## config.mk

```make
export PLATFORM = sky130hd
export DESIGN_NAME = cvs_sequencer
export DESIGN_NICKNAME = d
export VERILOG_FILES = /design/src/logic/cvs_pkg.sv /design/src/logic/cvs_sar_if.sv /design/src/logic/cvs_sar.sv /design/src/logic/cvs_sequencer.sv
export SDC_FILE = /design/constraint.sdc
export NUM_CORES = 1
export LEC_CHECK = 0
export ABC_AREA = 1
export BUFFER_PORTS_ARGS = -buffer_cell sky130_fd_sc_hd__buf_2
export CORE_ASPECT_RATIO = 2
export CORE_MARGIN = 2
export CORE_UTILIZATION = 31
export DETAILED_ROUTE_END_ITERATION = 7
export GPL_ROUTABILITY_DRIVEN = 0
export HOLD_SLACK_MARGIN = 0.02
export PLACE_DENSITY = 0.58
export SYNTH_ARGS = -nofsm -noshare
export SYNTH_HDL_FRONTEND = slang
export SYNTH_HIERARCHICAL = 1
export SYNTH_SLANG_ARGS = --single-unit
export TNS_END_PERCENT = 30
```

## constraint.sdc

```tcl
create_clock -name clock -period 4.73 [get_ports clock]
set_input_delay 0.946 -clock clock [delete_from_list [all_inputs] [get_ports clock]]
set_output_delay 0.946 -clock clock [all_outputs]
set_load 0.05 [all_outputs]
```

## src/logic/cvs_pkg.sv

```systemverilog
// Shared constants for the converter sequencer with window compare.
// Assumes an 8-bit special function register port and a 10-bit SAR.
`default_nettype none

package cvs_pkg;

  // Special function register addresses
  localparam logic [7:0] ADDR_CTRL_ONE = 8'hB2; // converter_control_one
  localparam logic [7:0] ADDR_CTRL_TWO = 8'hB3; // Prescale and channel select
  localparam logic [7:0] ADDR_RES_HIGH = 8'hB4; // result_upper_eight
  localparam logic [7:0] ADDR_RES_LOW = 8'hB5; // Result bits 7..0
  localparam logic [7:0] ADDR_UPPER = 8'hB6; // window_upper_limit
  localparam logic [7:0] ADDR_LOWER = 8'hB7; // window_lower_limit

  // Reset values
  localparam logic [7:0] CTRL_ONE_RESET = 8'h00;
  localparam logic [7:0] BYTE_RESET = 8'h00;

  // converter_control_one bit positions
  localparam int BIT_BUSY = 7; // start_busy_flag
  localparam int BIT_EOC = 6; // Completion flag
  localparam int BIT_MODE = 5; // repeat_mode_select
  localparam int BIT_EXTEN = 4; // external_trigger_enable
  localparam int BIT_QUAL = 3; // match_gates_interrupt
  localparam int BIT_WCM = 2; // window_match_flag
  localparam int BIT_POWER = 1; // analog_power_on
  localparam int BIT_OUTSIDE = 0; // window_outside_select

  // Second control register field positions
  localparam int CHAN_LSB = 4; // channel_select low bit
  localparam int PRESCALE_LSB = 0; // clock_prescale_select low bit

  // Conversion timing in converter clocks
  localparam logic [3:0] SAMPLE_LAST = 4'h4; // Five sample clocks: 0..4
  localparam logic [3:0] APPROX_FIRST = 4'h5; // Ten approximation clocks
  localparam logic [3:0] APPROX_LAST = 4'hE; // 5..14
  localparam logic [3:0] CONV_LAST = 4'hF; // Sixteenth clock completes

  // Result width
  localparam int RES_BITS = 10;

  // Sequencer states
  typedef enum logic [0:0] {
    ST_IDLE = 1'b0,
    ST_CONV = 1'b1
  } cvs_state_e;

endpackage

`default_nettype wire

```

## src/logic/cvs_sar_if.sv

```systemverilog
// Carrier between the sequencer and its approximation register.
// Assumes both ends share the sequencer clock.
`timescale 1ns/100ps
`default_nettype none

interface cvs_sar_if;
  import cvs_pkg::*;

  logic beginConv; // Start approximation with bit 9 on trial
  logic step; // End of one approximation clock
  logic keep; // DAC below input: trial bit stays
  logic [RES_BITS-1:0] code; // Present DAC code

  // Sequencer side
  modport ctl (output beginConv, output step, output keep, input code);
  // Register side
  modport sar (input beginConv, input step, input keep, output code);
endinterface

`default_nettype wire

```

## src/logic/cvs_sar.sv

```systemverilog
// Successive approximation register, one bit per step, MSB first.
// Assumes step never arrives before beginConv in a conversion.
`timescale 1ns/100ps
`default_nettype none

module cvs_sar
  import cvs_pkg::*;
(
  // Clock and reset
  input wire logic clock,
  input wire logic srst,
  // Sequencer link
  cvs_sar_if.sar bus
);

  logic [RES_BITS-1:0] code_q, code_d; // Code driving the DAC
  logic [RES_BITS-1:0] mask_q, mask_d; // One-hot bit now on trial
  localparam logic [RES_BITS-1:0] TOP_BIT = {1'b1, {(RES_BITS-1){1'b0}}};
  localparam logic [RES_BITS-1:0] NONE = '0;

  ////////////////////////////////////////////////////////////////////
  // Next code: drop a failed trial bit, put the next one on trial
  always_comb begin
    code_d = code_q;
    mask_d = mask_q;
    if (bus.beginConv) begin
      // Bit 9 goes on trial first
      code_d = TOP_BIT;
      mask_d = TOP_BIT;
    end else if (bus.step) begin
      // Bit kept only while the DAC sits below the input
      code_d = (bus.keep ? code_q : (code_q & ~mask_q)) | (mask_q >> 1);
      mask_d = mask_q >> 1;
    end
  end

  // Register only
  always_ff @(posedge clock) begin
    if (srst) begin
      code_q <= NONE;
      mask_q <= NONE;
    end else begin
      code_q <= code_d;
      mask_q <= mask_d;
    end
  end

  assign bus.code = code_q;

endmodule

`default_nettype wire

```

## src/logic/cvs_sequencer.sv

```systemverilog
// Converter sequencer: start control, timing, window compare, interrupt.
// Assumes the core's register port and the analog comparator pin.
//
// Behaviour
// - Two 8-bit limits compared with result 9..2
// - Match = outside XOR upper-less XOR lower-less
// - Limits symmetric; same equation in either order
// - Outside select 1 outside, 0 inside
// - Match flag updated at every conversion end
// - Qualified: interrupt needs completion and match
// - Unqualified: interrupt whenever completion flag sets
// - Writing busy bit 0 to 1 starts
// - Busy holds through conversion, hardware clears
// - Enabled falling edge on pin starts conversion
// - Sixteen clocks: five sample, ten approximate
// - Completion flag set on the last clock
// - Continuous mode restarts next cycle after completion
// - Single shot converts once then stops
// - Leaving continuous mode finishes current conversion
// - Power bit cleared aborts and clears busy
// - Powered down after reset
// - Control register layout, resets to zero
// - Approximate bit 9 to 0, keep if below
// - Converter clock is machine clock over N+1
// - Three-bit channel select for next conversion
`timescale 1ns/100ps
`default_nettype none

module cvs_sequencer
  import cvs_pkg::*;
#(
  parameter int PRESCALE_BITS = 4, // Width of clock_prescale_select
  parameter int CHAN_BITS = 3 // Width of channel_select
) (
  // Clock and reset
  input wire logic clock,
  input wire logic srst,
  // Special function register port
  input wire logic [7:0] sfrAddr,
  input wire logic sfrWrite,
  input wire logic [7:0] sfrWrData,
  output logic [7:0] sfrRdData,
  // Interrupt
  input wire logic converterIrqEnable,
  output logic converterIrq,
  // Analog side
  output logic analogPowerOn,
  output logic sampleHold,
  output logic [CHAN_BITS-1:0] channelSelect,
  output logic [RES_BITS-1:0] dacCode,
  input wire logic compDacBelow,
  // External start pin
  input wire logic extStartPin
);

  ////////////////////////////////////////////////////////////////////
  // Elaboration checks: fields must fit the second control register
  if (PRESCALE_BITS != CHAN_LSB) begin : g_bad_prescale
    $error("Prescale width must fill the low field");
  end
  if (CHAN_BITS < 1 || CHAN_BITS + CHAN_LSB > 7) begin : g_bad_chan
    $error("Channel width must fit below bit 7");
  end

  ////////////////////////////////////////////////////////////////////
  // Declarations

  // Sequencer state
  cvs_state_e state_q, state_d;
  logic [3:0] cnt_q, cnt_d; // Converter clock within the conversion
  logic [PRESCALE_BITS-1:0] pre_q, pre_d; // Machine clocks within ACLK

  // converter_control_one fields
  logic busy_q, busy_d; // start_busy_flag
  logic eoc_q, eoc_d; // Completion flag, also the interrupt flag
  logic mode_q, mode_d; // repeat_mode_select
  logic exten_q, exten_d; // external_trigger_enable
  logic qual_q, qual_d; // match_gates_interrupt
  logic wcm_q, wcm_d; // window_match_flag
  logic power_q, power_d; // analog_power_on
  logic outside_q, outside_d; // window_outside_select

  // Other registers
  logic [PRESCALE_BITS-1:0] prescale_q, prescale_d; // clock_prescale_select
  logic [CHAN_BITS-1:0] chanSel_q, chanSel_d; // channel_select as written
  logic [CHAN_BITS-1:0] chanLat_q, chanLat_d; // Channel of this conversion
  logic [7:0] upper_q, upper_d; // window_upper_limit
  logic [7:0] lower_q, lower_d; // window_lower_limit
  logic [RES_BITS-1:0] result_q, result_d; // Last completed result

  // Registered outputs
  logic irq_q, irq_d;
  logic sample_q, sample_d;
  logic [7:0] rdData_q, rdData_d;

  // Pin synchronisers: first stage read only by the second
  logic extMeta_q, extSync_q, extPrev_q;
  logic compMeta_q, compSync_q;

  // Combinational helpers
  logic tick; // Last machine clock of one converter clock
  logic swStart; // Software start request
  logic extFall; // Qualified falling edge on the pin
  logic done; // Conversion completes this cycle
  logic match; // Window comparison of the new result
  logic [7:0] resUpper; // result_upper_eight of the new result
  logic ctrlOneWr, ctrlTwoWr, upperWr, lowerWr; // Write decode

  // Approximation register link
  cvs_sar_if sarBus ();

  ////////////////////////////////////////////////////////////////////
  // Pin synchronisers and edge detector
  always_ff @(posedge clock) begin
    if (srst) begin
      extMeta_q <= 1'b1;
      extSync_q <= 1'b1;
      extPrev_q <= 1'b1;
      compMeta_q <= 1'b0;
      compSync_q <= 1'b0;
    end else begin
      // Two flops before any logic looks at the pins
      extMeta_q <= extStartPin;
      extSync_q <= extMeta_q;
      extPrev_q <= extSync_q;
      compMeta_q <= compDacBelow;
      compSync_q <= compMeta_q;
    end
  end

  // One request per falling edge, only when enabled
  assign extFall = extPrev_q & ~extSync_q & exten_q;

  ////////////////////////////////////////////////////////////////////
  // Write decode: plain address compare, one register each
  always_comb begin
    ctrlOneWr = 1'b0;
    ctrlTwoWr = 1'b0;
    upperWr = 1'b0;
    lowerWr = 1'b0;
    if (sfrWrite && sfrAddr == ADDR_CTRL_ONE) begin
      ctrlOneWr = 1'b1;
    end else if (sfrWrite && sfrAddr == ADDR_CTRL_TWO) begin
      ctrlTwoWr = 1'b1;
    end else if (sfrWrite && sfrAddr == ADDR_UPPER) begin
      upperWr = 1'b1;
    end else if (sfrWrite && sfrAddr == ADDR_LOWER) begin
      lowerWr = 1'b1;
    end
  end

  // Only a 0 to 1 transition starts; a write while busy is no start
  assign swStart = ctrlOneWr & sfrWrData[BIT_BUSY] & ~busy_q;

  // Divider ends its period when the count reaches N
  assign tick = (pre_q == prescale_q);

  // Window compare on bits 9..2 of the fresh code
  assign resUpper = sarBus.code[RES_BITS-1 -: 8];
  // No ordering between limits is assumed
  assign match = outside_q ^ (upper_q < resUpper) ^ (lower_q < resUpper);

  // Completion on the tick of the sixteenth converter clock
  assign done = (state_q == ST_CONV) && tick && (cnt_q == CONV_LAST);

  ////////////////////////////////////////////////////////////////////
  // Sequencer and register next values
  always_comb begin
    state_d = state_q;
    cnt_d = cnt_q;
    pre_d = pre_q;
    busy_d = busy_q;
    eoc_d = eoc_q;
    mode_d = mode_q;
    exten_d = exten_q;
    qual_d = qual_q;
    wcm_d = wcm_q;
    power_d = power_q;
    outside_d = outside_q;
    prescale_d = prescale_q;
    chanSel_d = chanSel_q;
    chanLat_d = chanLat_q;
    upper_d = upper_q;
    lower_d = lower_q;
    result_d = result_q;
    sarBus.beginConv = 1'b0;
    sarBus.step = 1'b0;
    sarBus.keep = compSync_q;

    // Software writes to the plain control bits
    if (ctrlOneWr) begin
      mode_d = sfrWrData[BIT_MODE];
      exten_d = sfrWrData[BIT_EXTEN];
      qual_d = sfrWrData[BIT_QUAL];
      power_d = sfrWrData[BIT_POWER];
      outside_d = sfrWrData[BIT_OUTSIDE];
      // Writing 0 clears the flag, writing 1 leaves it
      eoc_d = eoc_q & sfrWrData[BIT_EOC];
    end
    if (ctrlTwoWr) begin
      prescale_d = sfrWrData[PRESCALE_LSB +: PRESCALE_BITS];
      chanSel_d = sfrWrData[CHAN_LSB +: CHAN_BITS];
    end
    // Both limits software programmable
    if (upperWr) begin
      upper_d = sfrWrData;
    end
    if (lowerWr) begin
      lower_d = sfrWrData;
    end

    case (state_q)
      ST_IDLE: begin
        // Either source may start; needs the converter powered
        if ((swStart || extFall) && power_d) begin
          state_d = ST_CONV;
          busy_d = 1'b1;
          cnt_d = 4'h0;
          pre_d = '0;
          // Channel taken as the conversion begins
          chanLat_d = chanSel_d;
        end
      end
      ST_CONV: begin
        // Further starts are ignored here
        // Busy cannot be written to 0 while running
        pre_d = tick ? '0 : PRESCALE_BITS'(pre_q + 1'b1);
        if (tick) begin
          cnt_d = 4'(cnt_q + 4'h1);
          if (cnt_q == SAMPLE_LAST) begin
            // Sampling over, bit 9 on trial
            sarBus.beginConv = 1'b1;
          end else if (cnt_q >= APPROX_FIRST && cnt_q <= APPROX_LAST) begin
            // One bit resolved per converter clock
            sarBus.step = 1'b1;
          end
        end
        if (done) begin
          result_d = sarBus.code;
          // Match refreshed on every result, set or cleared
          wcm_d = match;
          // Mode as it stands now decides: a late clear still
          // lets this conversion finish, then the converter halts
          if (mode_q) begin
            // Back to sampling on the next cycle
            cnt_d = 4'h0;
            pre_d = '0;
            chanLat_d = chanSel_d;
          end else begin
            // Single shot, or continuous just left
            state_d = ST_IDLE;
            busy_d = 1'b0;
          end
        end
      end
      default: begin
        state_d = ST_IDLE;
        busy_d = 1'b0;
      end
    endcase

    // Completion set wins over a software clear in the same cycle
    if (done) begin
      eoc_d = 1'b1;
    end

    // Power removal aborts whatever is running
    if (!power_d) begin
      state_d = ST_IDLE;
      busy_d = 1'b0;
      cnt_d = 4'h0;
      pre_d = '0;
    end
  end

  ////////////////////////////////////////////////////////////////////
  // Output next values
  always_comb begin
    // Interrupt condition stands while the flag is set
    // Qualified form also needs the window match
    irq_d = converterIrqEnable & eoc_d & (~qual_d | wcm_d);
    // Sample-hold tracks during the first five clocks
    sample_d = (state_d == ST_CONV) && (cnt_d <= SAMPLE_LAST);
    // Read mux; unmapped addresses read zero
    rdData_d = BYTE_RESET;
    if (sfrAddr == ADDR_CTRL_ONE) begin
      // Readable at any time
      rdData_d = {busy_q, eoc_q, mode_q, exten_q, qual_q, wcm_q, power_q, outside_q};
    end else if (sfrAddr == ADDR_CTRL_TWO) begin
      rdData_d[CHAN_LSB +: CHAN_BITS] = chanSel_q;
      rdData_d[PRESCALE_LSB +: PRESCALE_BITS] = prescale_q;
    end else if (sfrAddr == ADDR_RES_HIGH) begin
      rdData_d = result_q[RES_BITS-1 -: 8];
    end else if (sfrAddr == ADDR_RES_LOW) begin
      rdData_d = result_q[7:0];
    end else if (sfrAddr == ADDR_UPPER) begin
      rdData_d = upper_q;
    end else if (sfrAddr == ADDR_LOWER) begin
      rdData_d = lower_q;
    end
  end

  ////////////////////////////////////////////////////////////////////
  // Register everything; reset leaves the converter powered down
  always_ff @(posedge clock) begin
    if (srst) begin
      state_q <= ST_IDLE;
      cnt_q <= 4'h0;
      pre_q <= '0;
      // Whole control register resets to zero
      {busy_q, eoc_q, mode_q, exten_q} <= CTRL_ONE_RESET[7:4];
      {qual_q, wcm_q, power_q, outside_q} <= CTRL_ONE_RESET[3:0];
      prescale_q <= '0;
      chanSel_q <= '0;
      chanLat_q <= '0;
      upper_q <= BYTE_RESET;
      lower_q <= BYTE_RESET;
      result_q <= '0;
      irq_q <= 1'b0;
      sample_q <= 1'b0;
      rdData_q <= BYTE_RESET;
    end else begin
      state_q <= state_d;
      cnt_q <= cnt_d;
      pre_q <= pre_d;
      busy_q <= busy_d;
      eoc_q <= eoc_d;
      mode_q <= mode_d;
      exten_q <= exten_d;
      qual_q <= qual_d;
      wcm_q <= wcm_d;
      power_q <= power_d;
      outside_q <= outside_d;
      prescale_q <= prescale_d;
      chanSel_q <= chanSel_d;
      chanLat_q <= chanLat_d;
      upper_q <= upper_d;
      lower_q <= lower_d;
      result_q <= result_d;
      irq_q <= irq_d;
      sample_q <= sample_d;
      rdData_q <= rdData_d;
    end
  end

  ////////////////////////////////////////////////////////////////////
  // Approximation register
  cvs_sar u_sar (
    .clock(clock),
    .srst(srst),
    .bus(sarBus.sar)
  );

  // Outputs, each from a flop
  assign sfrRdData = rdData_q;
  assign converterIrq = irq_q;
  assign analogPowerOn = power_q;
  assign sampleHold = sample_q;
  assign channelSelect = chanLat_q;
  assign dacCode = sarBus.code;

endmodule

`default_nettype wire

```

After elaboration in Yosys (flattened, before gate mapping)
Cells that the tools add are included.
W data, S select, Z words.
Storage, ports and cells
  register bits: 88
  input port bits: 22
  output and inout bits: 24
Cells by class
  add/subtract/negate cells: 2
  $lt $le $gt $ge: 5
  eq/ne operators: 13
  muxes and demuxes: 60
  bitwise operators: 18
  reductions and logical operators: 16
Operators with widths (count)
  $mux W10: 5
  $eq A8 B8 Y1 const B: 6
  $mux W8: 5
  $mux W4: 9
  $mux W1: 31
  $lt A8 B8 Y1: 2
  $pmux W4 S2: 2
  $mux W3: 4
  $and A10 B10 Y10: 1
  $not A10 Y10: 1
  $or A10 B9 Y10: 1
  $logic_and A1 B1 Y1: 9
  $add A4 B1 Y4 const B: 2
  $and A1 B1 Y1: 7
  $mux W7: 1
  $pmux W3 S2: 1
  $reduce_and A3 Y1: 2
  $not A1 Y1: 5
  $eq A4 B3 Y1 const B: 1
  $eq A4 B4 Y1: 1
  $eq A4 B4 Y1 const B: 1
  $ge A4 B3 Y1 const B: 1
  $le A4 B3 Y1 const B: 1
  $le A4 B4 Y1 const B: 1
  9 further kinds: 14

Depth between registers and ports, before layout
  depth in word-level cells: 12
  depth in mapped cells: 14
  mapped depth without buffers: 14

Hierarchy
Netlist, hierarchy kept.
Modules (own cells, without submodules)
  cvs_sequencer: instances 1, cells each 480, area each 3542.1 um2, seq. area each 1361.3 um2
  cvs_sar: instances 1, cells each 87, area each 713.2 um2, seq. area each 400.4 um2

Least setup slack after synthesis
No wires, ideal clock.
  path kind: input to register
  start point: in sfrAddr[2]
  end point: reg sample_q, in the netlist sampleHold
  data arrival time: 1986 ps
  slack: 2632 ps
  cell stages on the path: 12
  path buffers: 0
  path through: nor2_2 inv_1 nor2_2 nand3_2 nand2_2 nand2_4 nand2_4 nand2_1 nand2_1 nand3_1 nor2_1 nor2_1
Between the ends
  longest elaborated chain between the ends: 12
RTL lines
  from (decl): line cvs_sequencer.sv:39  | input wire logic [7:0] sfrAddr,
  $eq A8 B8 Y1 *: line cvs_sequencer.sv:141  | if (sfrWrite && sfrAddr == ADDR_CTRL_ONE) begin
  $logic_and A1 B1 Y1 *: line cvs_sequencer.sv:141
  $mux W1 *: line cvs_sequencer.sv:141
  $and A1 B1 Y1 (2 in series): line cvs_sequencer.sv:153  | assign swStart = ctrlOneWr & sfrWrData[BIT_BUSY] & ~busy_q;
  $logic_or A1 B1 Y1: line cvs_sequencer.sv:215  | if ((swStart || extFall) && power_d) begin
  $logic_and A1 B1 Y1: line cvs_sequencer.sv:215
  $mux W4: line cvs_sequencer.sv:215
  $pmux W4 S2: line cvs_sequencer.sv:212  | case (state_q)
  $mux W4: line cvs_sequencer.sv:268  | if (!power_d) begin
  $le A4 B3 Y1: line cvs_sequencer.sv:283  | sample_d = (state_d == ST_CONV) && (cnt_d <= SAMPLE_LAST);
  $logic_and A1 B1 Y1 *: line cvs_sequencer.sv:283
  to (signal assigned): line cvs_sequencer.sv:341  | sample_q <= sample_d;
  to (decl): line cvs_sequencer.sv:93  | logic sample_q, sample_d;
Every way passes the cells marked *; elsewhere a longest branch is shown, timed or not.
A chain may end at the register's enable or synchronous reset.

Worst setup path after layout
  start point: reg cnt_q[0]
  end point: reg u_sar.mask_q[2]
Between the ends
  longest elaborated chain between the ends: 6
RTL lines
  from (decl): line cvs_sequencer.sv:70  | logic [3:0] cnt_q, cnt_d;
  from (signal assigned): line cvs_sequencer.sv:324  | cnt_q <= cnt_d;
  $ge A4 B3 Y1 / $le A4 B4 Y1 (equally long branches): line cvs_sequencer.sv:233  | end else if (cnt_q >= APPROX_FIRST && cnt_q <= APPROX_LAST) begin
  $logic_and A1 B1 Y1: line cvs_sequencer.sv:233
  $mux W1: line cvs_sequencer.sv:233
  $mux W1 *: line cvs_sequencer.sv:230  | if (cnt_q == SAMPLE_LAST) begin
  $mux W1 *: line cvs_sequencer.sv:228  | if (tick) begin
  $mux W1 *: line cvs_sequencer.sv:212
  net sarBus.step: line cvs_sar_if.sv:10  | logic step;
  to (signal assigned): line cvs_sar.sv:44  | mask_q <= mask_d;
  to (decl): line cvs_sar.sv:17  | logic [RES_BITS-1:0] mask_q, mask_d;
Mark *: on every way through the listed nets, which the timed path passes. The rest lies on a longest branch.

==> results.txt <==
The worst hold-check path type is flop to flop. The final cycle utilization of the critical path is 61.1%. The achievable clock frequency is 0.346 GHz. Counting every net in the synthesized netlist gives 609. The CTS root buffer is clkbuf_16. The power per cell area came out at 312 nW/um2. The startpoint type of the worst setup path is a flop.

The setup skew after layout is 0.0116 ns. Measured along the x axis, the die boundary spans 86.8 um. The number of top-level pins is 46. The worst setup path is captured at a flop. The core region is 13,400 um2. Cells fill 36.4% of the core in the end. The post-synthesis instance area is 4260 um2. Setup repair after global routing left no endpoint under its margin. The remaining design rule violation count is 0. The total negative slack for setup checks is 0 ns.

The run finished with clean final reports. In this run the static leakage power is 2.00 nW. After detailed routing, the number of vias per cell comes to 4.97. The largest buffer count on any clock path came out at 2. In this run, post-CTS repair resized a total of 0 instances. Detailed routing inserted a total of 3,824 vias. The number of buffers created by CTS came out at 9. Sorting the synthesized cells by area gives the leading types as dfxtp_1, nand2_1, a21oi_1, ha_1, inv_1. The post-route antenna net violation count is 0. The actual slew at the worst max-slew pin came out at 1.14 ns.

The routed design has 11,900 um of wire. The initial standard-cell utilization of the core is 31.7%. The global-route wire length before repair came out at 18,800 um. The number of flops mapped to enable cells by yosys is 0. The number of antenna violations at the first check in global routing was 0.

The final-report max-slew violation count came to 0. For this run, the number of Yosys warnings is 6. The top cell type's share of synthesized area is 41.4%. Counting instances in the post-synthesis netlist gives the leading cell types as nand2_1, dfxtp_1, a21oi_1. The total half-perimeter wirelength after legalization and detailed placement came out at 9340 um. The minimum clock period after layout came out at 2.89 ns. The synthesized design spends more area on one cell type than any other, namely dfxtp_1. In the final routed layout, each cell accounts on average for 15.5 um. By startpoint and endpoint, the worst setup path is classified as flop to flop.

The initial detailed-routing violation count came out at 226. The relative slew slack came out at 24.1%. The post-CTS repair timing setup buffer count is 0. The number of levels in the clock H-tree is 3. In the synthesized netlist the dominant register cell turns out to be dfxtp_1. The clock drives 88 sinks. The required arrival time at the worst endpoint came out at 4.93 ns.

nand2_1 is the most common cell in the netlist. The tool flagged a number of max-cap violations equal to 0. The fraction of the yosys area taken by sequential cells is 41.4%. The number of rows in the core area came out at 60. The synthesized design contains 88 register bits. The total of hold buffers inserted after clock tree synthesis came out at 0.

The area enclosed by the die boundary is 14,700 um2. The global-route usage over all layers is 16.7%. The number of nets in the finished design came out at 650. The filler cells instantiated in the layout total 1,374. The per-instance average area after synthesis came out at 7.50 um2.

VDD sags by at most 0.184 mV. The critical path data arrival time is 3.10 ns. The post-synthesis to final-layout area growth is 15.1%. The largest driver fanout on the critical path came out at 20. The count of cell types in the netlist came out at 41. The residual overflow from global routing is 0.

The die outline height is 170 um. The clock latency of the later-clocked register in the worst-skew pair came out at 0.35 ns. The number of search-and-repair iterations in the first detailed-routing pass is 4. The number of standard cells after synthesis came out at 567. TritonCTS built the clock tree. The clock slew at the register clock pins of the worst setup and hold paths came out at 0.07 ns. Entering global routing, the biggest net connects 36 pins. After synthesis, the share of flip-flops with an asynchronous set or reset is 0%. The via count of the first global-routing pass is 3,722. The number of endpoints failing setup at the final stage is 0.

The number of buffers added on ports is 45. The number of endpoints with negative hold slack in the final report is 0. The share of layout cells above drive strength 1 came out at 15.5%.
[critical path: stages, from the launching register on]
cell and delay [ns]:
dfxtp_1 0.45, inv_1 0.12, ha_1 0.21, nand3_1 0.10, o21ai_0 0.11, a211oi_2 0.94, clkinv_1 0.59, nand2_1 0.16
a21oi_1 0.07
[flip-flops by register name, summed over array words and instances (netlist names), 3 cells and up]
register and flops:
channelSelect 3, result_q 10, upper_q 8, prescale_q 4
u_sar/mask_q 10, cnt_q 4, chanSel_q 3, sfrRdData 8
pre_q 4, lower_q 8, u_sar/bus.code 10
[where the power goes]
| group | leakage, nW | internal, W | switching (W) |
|---|---|---|---|
| clock | 0.150 | 0.000415 | 0.000319 |
| combinational | 1.14 | 0.0000144 | 0.0000334 |
| sequential | 0.710 | 0.000743 | 0.000000823 |
[path summary, 6_finish.rpt]
check,start,end,slack [ns],depth (start not counted)
setup / recovery,cnt_q[0]$_SDFF_PP0_,u_sar/mask_q[2]$_SDFFE_PP0P_,1.84,8
hold / removal,compMeta_q$_SDFF_PP0_,compSync_q$_SDFF_PP0_,0.41,2
setup reg to reg,cnt_q[0]$_SDFF_PP0_,u_sar/mask_q[2]$_SDFFE_PP0P_,1.84,8
hold reg to reg,compMeta_q$_SDFF_PP0_,compSync_q$_SDFF_PP0_,0.41,2
[layout by cell type, fill, tap and decap left out, drive strengths merged, types with 9 or more instances in the layout]
| cell | Yosys | layout |
|---|---|---|
| nor2 | 55 | 55 |
| buf | 9 | 45 |
| o21ai | 38 | 38 |
| a21oi | 68 | 68 |
| inv | 69 | 71 |
| dfxtp | 88 | 88 |
| clkbuf | 6 | 9 |
| a211oi | 10 | 10 |
| ha | 20 | 20 |
| nand2 | 121 | 121 |
| nand3 | 45 | 45 |
| clkinv | 5 | 9 |
[cell type report]
type                    instances  area [um2]  share of cell area (%)
flip-flops and latches         88        1760                    36.0
clock inverters                 7        78.8                    1.61
repair buffers                 45         225                    4.60
inverters                      74         284                    5.80
clock buffers                   9         225                    4.60
diodes                          1        2.50                  0.0511
multi-input cells             390        2120                    43.4
well taps                     155         194                    3.96
[kinds of logic after synthesis]
logic type	count (synthesis)	share of synthesized area, %
mux	3	0.706
compound gates	132	17.5
xor+xnor	2	0.412
fa+ha+maj	20	5.88
simple gates	233	25.3
flops	88	41.4
buf+inv	89	8.79
[per-layer routing]
layer  wire length, um  GRT usage, %  up-vias
met5                 0             0        -
met4               906          13.9        0
met3               305          2.63       42
met2              6470          29.8       71
met1              4210          16.2     1751
li1                  -             -     1960
[stage by stage]
| stage | cell area [um2] | instances | hold slack (ns) | worst slack, ns | total power, W |
|---|---|---|---|---|---|
| after floorplan | 4260 | 567 | 0.388 | 2.63 | 0.000788 |
| after global placement | 4590 | 752 | 0.401 | 1.92 | 0.000808 |
| after detailed placement | 4590 | 752 | 0.396 | 1.83 | 0.000808 |
| after CTS | 4890 | 768 | 0.412 | 1.83 | 0.00154 |
| after global routing | 4890 | 768 | 0.426 | 1.45 | 0.00157 |
| final | 4900 | 769 | 0.410 | 1.84 | 0.00153 |
No activity file was read; power rests on OpenSTA's default activity.
